## src/verilog/hpc_consts.svh

```systemverilog
// Functional notes
// - mapping mode 00 selects three-wire selector among 8 preset configurations.
// - mapping mode 01 selects four-wire direct control, level sensitive.
// - mapping mode 10 selects four-wire edge control, never unassigned.
// - mapping mode 11 selects four-wire edge control with unassigned state.
// - source bit clear uses select pins; set uses assignment registers.
// - indicator codes 00 and 11 both give standard port indication.
// - indicator code 01 shows owning host and connection speed.
// - indicator code 10 shows only owning host.
// - third configuration byte bit 0 enables string descriptors.
// - fixed-port mask bits 4..1 mark ports 4..1 non-removable.
// - active ports with permanent devices are reported to the host.
// - with internal defaults, fixed-port straps choose non-removable ports.
// - self-powered, masked ports stay permanently disabled.
// - with internal defaults, port-off straps choose disabled ports.
// - reserved bits of the three registers always read zero.
`ifndef HPC_CONSTS_SVH
`define HPC_CONSTS_SVH

// ----------------------------------------------------------------
// register offsets
// ----------------------------------------------------------------
`define HPC_OFF_CONFIG_BYTE_THREE 8'h08
`define HPC_OFF_FIXED_PORT_MASK 8'h09
`define HPC_OFF_SELF_POWERED_PORT_OFF_MASK 8'h0A

// ----------------------------------------------------------------
// field positions, writable masks and reset values
// ----------------------------------------------------------------
`define HPC_MAP_MODE_HI 7
`define HPC_MAP_MODE_LO 6
`define HPC_MAP_SOURCE_BIT 5
`define HPC_IND_MODE_HI 2
`define HPC_IND_MODE_LO 1
`define HPC_STRING_EN_BIT 0
`define HPC_CFG3_WR_MASK 8'hE7
`define HPC_PORT_WR_MASK 8'h1E
`define HPC_RESET_VALUE 8'h00

// ----------------------------------------------------------------
// strap input synchroniser depth
// ----------------------------------------------------------------
`define HPC_SYNC_STAGES 3

`endif

```

## src/verilog/hpc_pkg.sv

```systemverilog
package hpc_pkg;

    // host assignment interface modes
    typedef enum logic [1:0] {
        HPC_MAP_PROGRAMMABLE = 2'b00,
        HPC_MAP_DIRECT_LEVEL = 2'b01,
        HPC_MAP_DIRECT_EDGE = 2'b10,
        HPC_MAP_DIRECT_EDGE_UNASSIGNED = 2'b11
    } hpc_map_mode_e;

    // port indicator modes
    typedef enum logic [1:0] {
        HPC_IND_USB = 2'b00,
        HPC_IND_HOST_SPEED = 2'b01,
        HPC_IND_HOST_ONLY = 2'b10,
        HPC_IND_USB_ALT = 2'b11
    } hpc_ind_mode_e;

    // loader phase
    typedef enum logic [0:0] {
        HPC_ST_LOADING = 1'b0,
        HPC_ST_APPLIED = 1'b1
    } hpc_state_e;

endpackage : hpc_pkg

```

## src/verilog/hpc_port_config_regs.sv

```systemverilog
`timescale 1ns/1ps
`default_nettype none
`include "hpc_consts.svh"

module hpc_port_config_regs
    import hpc_pkg::*;
(
    // clock and reset
    input wire logic mclk,
    input wire logic reset_n,
    // configuration loader byte port
    input wire logic cfg_wr_en,
    input wire logic cfg_rd_en,
    input wire logic [7:0] cfg_addr,
    input wire logic [7:0] cfg_wr_data,
    output logic [7:0] cfg_rd_data,
    // loader status
    input wire logic use_internal_default,
    input wire logic config_done,
    input wire logic self_powered,
    // strap pins
    input wire logic [1:0] fixed_port_strap,
    input wire logic [1:0] port_off_strap,
    // host assignment interface setup
    output logic [1:0] port_map_interface_mode,
    output logic map_three_wire,
    output logic map_level_sensitive,
    output logic map_edge_sensitive,
    output logic map_unassigned_allowed,
    output logic port_map_source_select,
    // indicator setup
    output logic ind_usb_mode,
    output logic ind_host_and_speed,
    output logic ind_host_only,
    // descriptors and ports
    output logic string_support_en,
    output logic [3:0] port_fixed,
    output logic [3:0] port_off,
    output logic config_applied
);

    // ----------------------------------------------------------------
    // helpers
    // ----------------------------------------------------------------
    // thermometer from port 1 upward: 0 none, 1 port1, 2 ports1-2, 3 ports1-3
    function automatic logic [3:0] hpc_low_ports(input logic [1:0] code);
        case (code)
            2'b00: hpc_low_ports = 4'b0000;
            2'b01: hpc_low_ports = 4'b0001;
            2'b10: hpc_low_ports = 4'b0011;
            default: hpc_low_ports = 4'b0111;
        endcase
    endfunction : hpc_low_ports

    // contiguous from port 4 downward, matching the only legal disable patterns
    function automatic logic [3:0] hpc_high_ports(input logic [1:0] code);
        case (code)
            2'b00: hpc_high_ports = 4'b0000;
            2'b01: hpc_high_ports = 4'b1000;
            2'b10: hpc_high_ports = 4'b1100;
            default: hpc_high_ports = 4'b1110;
        endcase
    endfunction : hpc_high_ports

    // host assignment mode field, decoded once for both the raw copy and the flags
    function automatic hpc_map_mode_e hpc_map_field(input logic [7:0] cfg);
        hpc_map_field = hpc_map_mode_e'(cfg[`HPC_MAP_MODE_HI:`HPC_MAP_MODE_LO]);
    endfunction : hpc_map_field

    // indicator mode field; codes 00 and 11 are told apart here and merged below
    function automatic hpc_ind_mode_e hpc_ind_field(input logic [7:0] cfg);
        hpc_ind_field = hpc_ind_mode_e'(cfg[`HPC_IND_MODE_HI:`HPC_IND_MODE_LO]);
    endfunction : hpc_ind_field

    // ----------------------------------------------------------------
    // storage
    // ----------------------------------------------------------------
    logic [7:0] config_byte_three;
    logic [7:0] fixed_port_mask;
    logic [7:0] self_powered_port_off_mask;
    hpc_state_e state;
    logic [1:0] fixed_sync1, fixed_sync2, fixed_sync3, fixed_strap_stable;
    logic [1:0] off_sync1, off_sync2, off_sync3, off_strap_stable;
    logic [3:0] applied_off;
    logic loading;
    logic apply_now;

    assign loading = (state == HPC_ST_LOADING);

    // the single cycle in which the loaded image is taken; every decode samples here
    assign apply_now = loading && config_done;

    // strap pins come from the board: three stages, accept once stages two and three agree
    always_ff @(posedge mclk) begin
        if (!reset_n) begin
            fixed_sync1 <= 2'b00;
            fixed_sync2 <= 2'b00;
            fixed_sync3 <= 2'b00;
            off_sync1 <= 2'b00;
            off_sync2 <= 2'b00;
            off_sync3 <= 2'b00;
        end else begin
            fixed_sync1 <= fixed_port_strap;
            fixed_sync2 <= fixed_sync1;
            fixed_sync3 <= fixed_sync2;
            off_sync1 <= port_off_strap;
            off_sync2 <= off_sync1;
            off_sync3 <= off_sync2;
        end
    end

    // filtered strap levels; a single-cycle glitch never reaches them
    // limitation: a strap that keeps toggling never settles, the last agreed value stands
    always_ff @(posedge mclk) begin
        if (!reset_n) begin
            fixed_strap_stable <= 2'b00;
            off_strap_stable <= 2'b00;
        end else begin
            if (fixed_sync2 == fixed_sync3) begin
                fixed_strap_stable <= fixed_sync3;
            end
            if (off_sync2 == off_sync3) begin
                off_strap_stable <= off_sync3;
            end
        end
    end

    // ----------------------------------------------------------------
    // register writes
    // ----------------------------------------------------------------
    // writes only land while loading; afterwards the image is frozen so a stray
    // access cannot move a port mid-enumeration
    // reserved bits are stripped on the way in, so the read path needs no masking
    always_ff @(posedge mclk) begin
        if (!reset_n) begin
            config_byte_three <= `HPC_RESET_VALUE;
            fixed_port_mask <= `HPC_RESET_VALUE;
            self_powered_port_off_mask <= `HPC_RESET_VALUE;
        end else if (cfg_wr_en && loading) begin
            case (cfg_addr)
                `HPC_OFF_CONFIG_BYTE_THREE: begin
                    config_byte_three <= cfg_wr_data & `HPC_CFG3_WR_MASK;
                end
                `HPC_OFF_FIXED_PORT_MASK: begin
                    fixed_port_mask <= cfg_wr_data & `HPC_PORT_WR_MASK;
                end
                `HPC_OFF_SELF_POWERED_PORT_OFF_MASK: begin
                    self_powered_port_off_mask <= cfg_wr_data & `HPC_PORT_WR_MASK;
                end
                default: begin
                end
            endcase
        end
    end

    // registered read; unmapped offsets answer zero
    // reads stay open after apply so the loader can verify what the hub runs with
    always_ff @(posedge mclk) begin
        if (!reset_n) begin
            cfg_rd_data <= 8'h00;
        end else if (cfg_rd_en) begin
            case (cfg_addr)
                `HPC_OFF_CONFIG_BYTE_THREE: cfg_rd_data <= config_byte_three;
                `HPC_OFF_FIXED_PORT_MASK: cfg_rd_data <= fixed_port_mask;
                `HPC_OFF_SELF_POWERED_PORT_OFF_MASK: cfg_rd_data <= self_powered_port_off_mask;
                default: cfg_rd_data <= 8'h00;
            endcase
        end
    end

    // ----------------------------------------------------------------
    // apply phase
    // ----------------------------------------------------------------
    // one-way step: once loaded, settings are taken and held until reset
    always_ff @(posedge mclk) begin
        if (!reset_n) begin
            state <= HPC_ST_LOADING;
        end else begin
            case (state)
                HPC_ST_LOADING: begin
                    if (config_done) begin
                        state <= HPC_ST_APPLIED;
                    end
                end
                HPC_ST_APPLIED: state <= HPC_ST_APPLIED;
                // a one-bit state has no spare code; the arm keeps the case complete
                default: state <= HPC_ST_LOADING;
            endcase
        end
    end

    // applied flag as its own flop so the port comes straight from a register
    always_ff @(posedge mclk) begin
        if (!reset_n) begin
            config_applied <= 1'b0;
        end else if (apply_now) begin
            config_applied <= 1'b1;
        end
    end

    // ----------------------------------------------------------------
    // decoded setup
    // ----------------------------------------------------------------
    // host assignment interface decode, captured at the apply step
    // flags are one-hot except code 11, which raises both edge and unassigned; the switch logic needs no decode of its own
    always_ff @(posedge mclk) begin
        if (!reset_n) begin
            port_map_interface_mode <= 2'b00;
            map_three_wire <= 1'b0;
            map_level_sensitive <= 1'b0;
            map_edge_sensitive <= 1'b0;
            map_unassigned_allowed <= 1'b0;
            port_map_source_select <= 1'b0;
        end else if (apply_now) begin
            port_map_interface_mode <= hpc_map_field(config_byte_three);
            case (hpc_map_field(config_byte_three))
                HPC_MAP_PROGRAMMABLE: begin
                    map_three_wire <= 1'b1;
                    map_level_sensitive <= 1'b0;
                    map_edge_sensitive <= 1'b0;
                    map_unassigned_allowed <= 1'b0;
                end
                HPC_MAP_DIRECT_LEVEL: begin
                    map_three_wire <= 1'b0;
                    map_level_sensitive <= 1'b1;
                    map_edge_sensitive <= 1'b0;
                    map_unassigned_allowed <= 1'b0;
                end
                HPC_MAP_DIRECT_EDGE: begin
                    map_three_wire <= 1'b0;
                    map_level_sensitive <= 1'b0;
                    map_edge_sensitive <= 1'b1;
                    map_unassigned_allowed <= 1'b0;
                end
                default: begin
                    map_three_wire <= 1'b0;
                    map_level_sensitive <= 1'b0;
                    map_edge_sensitive <= 1'b1;
                    map_unassigned_allowed <= 1'b1;
                end
            endcase
            port_map_source_select <= config_byte_three[`HPC_MAP_SOURCE_BIT];
        end
    end

    // indicator and descriptor decode; 00 and 11 fold together
    always_ff @(posedge mclk) begin
        if (!reset_n) begin
            ind_usb_mode <= 1'b0;
            ind_host_and_speed <= 1'b0;
            ind_host_only <= 1'b0;
            string_support_en <= 1'b0;
        end else if (apply_now) begin
            case (hpc_ind_field(config_byte_three))
                HPC_IND_HOST_SPEED: begin
                    ind_usb_mode <= 1'b0;
                    ind_host_and_speed <= 1'b1;
                    ind_host_only <= 1'b0;
                end
                HPC_IND_HOST_ONLY: begin
                    ind_usb_mode <= 1'b0;
                    ind_host_and_speed <= 1'b0;
                    ind_host_only <= 1'b1;
                end
                default: begin
                    ind_usb_mode <= 1'b1;
                    ind_host_and_speed <= 1'b0;
                    ind_host_only <= 1'b0;
                end
            endcase
            string_support_en <= config_byte_three[`HPC_STRING_EN_BIT];
        end
    end

    // ----------------------------------------------------------------
    // port masks
    // ----------------------------------------------------------------
    // straps stand in for the registers under internal defaults
    // port_fixed is the non-removable report handed to the host
    always_ff @(posedge mclk) begin
        if (!reset_n) begin
            port_fixed <= 4'h0;
            applied_off <= 4'h0;
        end else if (apply_now) begin
            if (use_internal_default) begin
                port_fixed <= hpc_low_ports(fixed_strap_stable);
                applied_off <= hpc_high_ports(off_strap_stable);
            end else begin
                port_fixed <= fixed_port_mask[4:1];
                applied_off <= self_powered_port_off_mask[4:1];
            end
        end
    end

    // disable mask only bites in self-powered operation
    // trade-off: gating is live, so a later move to self power takes effect on the next clock
    always_ff @(posedge mclk) begin
        if (!reset_n) begin
            port_off <= 4'h0;
        end else begin
            port_off <= applied_off & {4{self_powered & config_applied}};
        end
    end

endmodule : hpc_port_config_regs

`default_nettype wire

```

## config.mk

```make
export PLATFORM = sky130hd
export DESIGN_NAME = hpc_port_config_regs
export DESIGN_NICKNAME = d
export VERILOG_FILES = /design/src/verilog/hpc_pkg.sv /design/src/verilog/hpc_port_config_regs.sv
export VERILOG_INCLUDE_DIRS = /design/src /design/src/verilog
export SDC_FILE = /design/constraint.sdc
export NUM_CORES = 1
export LEC_CHECK = 0
export BUFFER_PORTS_ARGS = -buffer_cell sky130_fd_sc_hd__buf_2
export CORE_MARGIN = 4
export CORE_UTILIZATION = 57
export CTS_CLUSTER_DIAMETER = 50
export DETAILED_ROUTE_END_ITERATION = 10
export GPL_ROUTABILITY_DRIVEN = 0
export PLACE_DENSITY = 0.92
export SYNTH_ARGS = -nofsm -noshare
export SYNTH_HDL_FRONTEND = slang
export SYNTH_SLANG_ARGS = --single-unit
```

## constraint.sdc

```tcl
create_clock -name mclk -period 3.85 [get_ports mclk]
set_clock_uncertainty 0.15 [all_clocks]
set_input_delay 1.155 -clock mclk [delete_from_list [all_inputs] [get_ports mclk]]
set_output_delay 1.155 -clock mclk [all_outputs]
set_load 0.1 [all_outputs]
```

# ---- Yosys cells after proc, flatten, opt, wreduce, memory -nomap -nowiden
# Cells that the tools add are included.
dict set report totals {
  out_inout_bits 28
  elab_cells 68
  ff_bits 63
}
dict set report classes {
  mux 14
  n_eq_ne 13
  n_bitwise 3
  n_reduce_logical 11
}
# op count
set ops {}
lappend ops {{8-bit by 4-bit == test with 1-bit output (second input constant)} 3}
lappend ops {{8-bit one-hot mux with 3 select lines} 1}
lappend ops {{4-bit one-hot mux with 3 select lines} 1}
lappend ops {{3-bit one-hot mux with 3 select lines} 1}
lappend ops {{2-bit by 1-bit == test with 1-bit output (second input constant)} 4}
lappend ops {{2-bit == test (second input constant)} 4}
lappend ops {{1-bit 2-to-1 mux} 8}
lappend ops {{4-bit 2-to-1 mux} 2}
lappend ops {{2-bit zero test} 3}
lappend ops {{2-bit AND reduction} 3}
lappend ops {{4-bit AND} 1}
lappend ops {{2-bit == test} 2}
lappend ops {{2-bit OR reduction} 2}
lappend ops {{3-bit OR reduction} 1}
lappend ops {{1-bit logical AND} 2}
lappend ops {{1-bit one-hot mux with 2 select lines} 1}
lappend ops {{1-bit AND} 1}
lappend ops {{1-bit inverter} 1}

# ---- Logic depth before layout (Yosys ltp)
dict set report logic_depth {
  depth_word 3
  mapped_depth 5
  mapped_depth_nobuf 4
}

# ---- Worst setup path before layout
# OpenSTA, ideal clock, no wires.
dict set report synth_timing {
  path_type {input to register}
  from {input cfg_addr[2]}
  to {register config_byte_three[0]}
  path_stages 3
  arrival_ns 2.034
  slack_ns 1.543
  required_ns 3.577
  setup_ns 0.123
  cell_sequence {nor4b_4 > nand3_2 > mux2i_1}
}
dict set report synth_between {
  elab_chain_cells 2
}
# element line_no
set synth_lines {}
lappend synth_lines {{start: declaration} hpc_port_config_regs.sv:14} ;# input wire logic [7:0] cfg_addr,
lappend synth_lines {{8-bit by 4-bit == test with 1-bit output} hpc_port_config_regs.sv:140} ;# case (cfg_addr)
lappend synth_lines {{2-bit AND reduction (no source line)} -}
lappend synth_lines {{end signal: assignment} hpc_port_config_regs.sv:136} ;# config_byte_three <= `HPC_RESET_VALUE;
lappend synth_lines {{end signal: assignment} hpc_port_config_regs.sv:142} ;# config_byte_three <= cfg_wr_data & `HPC_CFG3_WR_MASK;
lappend synth_lines {{end: declaration} hpc_port_config_regs.sv:78} ;# logic [7:0] config_byte_three;
# Every way passes these cells.
# A chain may end at the register's enable or synchronous reset.

# ---- Worst setup path in the final report
dict set report layout_timing {
  from {register cfg_rd_data[3]}
  to {output cfg_rd_data[3]}
}
# element line_no
set layout_lines {}
lappend layout_lines {{start: declaration} hpc_port_config_regs.sv:16} ;# output logic [7:0] cfg_rd_data,
lappend layout_lines {{start signal: assignment} hpc_port_config_regs.sv:163} ;# `HPC_OFF_CONFIG_BYTE_THREE: cfg_rd_data <= config_byte_three;
lappend layout_lines {{start signal: assignment} hpc_port_config_regs.sv:164} ;# `HPC_OFF_FIXED_PORT_MASK: cfg_rd_data <= fixed_port_mask;
lappend layout_lines {{start signal: assignment} hpc_port_config_regs.sv:165} ;# `HPC_OFF_SELF_POWERED_PORT_OFF_MASK: cfg_rd_data <= self_powered_port_off_mask;
# No word-level cell between the ends.

==> impl_metrics.ini <==
[drt]
drc = 0
routed_wl_um = 5260
firstDrtPassIters = 4
ant_nets = 0
first_iter_violations = 120
wl_per_cell_um = 13.8
vias = 2012
vias_per_cell = 5.29

[sta]
setup_ws_ps = 1440
setup_viol = 0
fmax_mhz = 415
timing.final.hold_violations = 0
slew_viol_final = 0
holdWs_ps = 281
fin_crit_ps = 2410
rsz0062_at_grt = no
tightest_slew_ps = 712
tns_ps = 0
slew-limit-headroom_pct = 52.5
fin_crit_sh_pct = 62.6

[final_layout]
syn2layout_area_growth_pct = 19.5
drive_gt1_share_pct = 24.4
diodes = 0
fin_util_pct = 70.5
final_cell_mix = 63 x dfxtp_1, 54 x buf_2, 53 x nand2_1
instances_no_fill = 380
nNetsFinal = 352
layout_commonest_cell = dfxtp_1

[min_path]
hold-path-endpoint = off_sync2[0]
hp-start = off_sync1[0]
hp-class = register to register
hold-path-cell-count = 1

[clock_tree]
clk_latency_ps = 340
cts_resized = 0
cts_tree = done
root_buffer = clkbuf_8
post_cts_buffers = 0
cts_made_buffers = 9
cts_buffer_depth = 2
hold_buffers = 0
cts_sinks = 63
path_clk_slew_ps = 60
htreeDepth = 3

[run_status]
status = complete, no violations

[worst_setup_path]
path_buf_inv = 1
arrival_ps = 1110
startpoint_type = register
slowest_stage = buf_2
path_max_fanout = 2
cp_slowest_stage_delay_ps = 430
required_ps = 2540
worstRegToRegCells = 3
r2r-start = state
r2r_end = map_three_wire
critPathTopFamily = buffers and inverters
path_cells = buf_2
reg2reg_setup_slack_ps = 2180
critical_path_class = register to output pin
crit_start = cfg_rd_data[3]
endpoint_kind = output pin

[floorplan]
die_area_mm2 = 0.00565
rows = 24
start_util_pct = 59.0
core_area_mm2 = 0.00435
ios = 55
die_w_um = 75.1
die_y_um = 75.1

[grt]
grt_max_degree = 48
grt_pass1_vias = 1926
grt_use_total_pct = 20.6
antenna_found_initial = 0
globalRouteOverflowTotal = 0
grt_pass1_wl_um = 8710

[synthesis]
synth_warnings = 0
syn_avg_cell_area_um2 = 9.48
ys_seq_area_share_pct = 49.1
syn_nets = 300
syn-cell-area_mm2 = 0.00257
synth_seq_cells = 63
synth_cell_types = 32
syn_inst = 271

[place]
dp_hpwl_um = 3640
post-place-ws_ps = 1250
io_buffers = 54
dpl.cell_count = 364

[pwr]
power.density_mw_per_mm2 = 447
p_leak_uw = 0.00140
vdd_drop_max_mv = 0.324

[flow_run]
drv_cap = 0
state kept, by name (all words and copies together), names as in the netlist, 4 cells and up:
name and cells:
config_byte_three 6, self_powered_port_off_mask 4, applied_off 4, fixed_port_mask 4
cfg_rd_data 8, port_fixed 4, port_off 4
how the worst max path moves through the flow:
stage                           end  slack [ps]  cells past startpoint
2_1_floorplan  config_byte_three[0]        1540                      3
3_3_place_gp   config_byte_three[1]        1320                      4
4_1_cts              config_applied        1420                      1
5_1_grt              config_applied        1390                      1
6_report             cfg_rd_data[3]        1440                      1
3_5_place_dp   config_byte_three[5]        1250                      4
final cells by class:
cell class,instances,area [um^2]
well taps,52,65.1
fillers,323,1280
inverters,6,22.5
flip-flops and latches,63,1260
clock buffers,13,169
repair buffers,57,293
multi-input cells,186,1220
clock inverters,3,40.0
power breakdown:
part / switching, uW / leakage, uW / internal, uW
Combinational: 75.5 / 0.000775 / 34.1
Clock: 242 / 0.000109 / 350
Sequential: 7.37 / 0.000511 / 664
per-layer routing:
layer | routed length, um | up-vias | global-route usage (%)
li1 | - | 1029 | -
met1 | 2340 | 906 | 26.4
met2 | 2440 | 65 | 31.2
met3 | 335 | 12 | 5.21
met4 | 138 | 0 | 12.2
met5 | 0 | - | 0
cells by family (layout without fill, tap and decap cells):
| family | Yosys count | in the layout | synth area share (%) |
|---|---|---|---|
| mux | 18 | 18 | 7.01 |
| compound gates | 47 | 47 | 14.3 |
| simple gates | 115 | 115 | 23.9 |
| xor+xnor | 4 | 4 | 1.36 |
| flops | 63 | 63 | 49.1 |
| buf+inv | 22 | 79 | 3.41 |
| fa+ha+maj | 2 | 2 | 0.974 |
Yosys cell counts, drive strengths merged:
library cell | instances | area (um^2)
dfxtp | 63 | 1260
nand2 | 53 | 199
a21boi | 23 | 173
mux2i | 18 | 180
and2 | 16 | 100
clkbuf | 12 | 45.0
nand3 | 8 | 55.1
nor2 | 8 | 30.0
nand2b | 7 | 43.8
inv | 6 | 22.5
nand3b | 5 | 37.5
nor2b | 5 | 31.3
a21oi | 4 | 20.0
buf | 4 | 20.0
nand4 | 4 | 25.0
nor3b | 4 | 30.0
o211a | 4 | 40.0
o2bb2ai | 4 | 35.0
xnor2 | 4 | 35.0
a211o | 2 | 17.5
a21o | 2 | 15.0
a22oi | 2 | 15.0
ha | 2 | 25.0
nor4b | 2 | 38.8
o21a | 2 | 15.0
o221a | 2 | 22.5
o31ai | 2 | 15.0
and3 | 1 | 6.26
and4 | 1 | 10.0
or3 | 1 | 6.26
metrics by stage:
stage / power (uW) / area (um^2)
after floorplan: 766 / 2570
after global placement: 793 / 2860
after detailed placement: 796 / 2860
after CTS: 1380 / 3070
after global routing: 1430 / 3070
final: 1370 / 3070
Note: power is estimated with default switching activity, not from simulation.
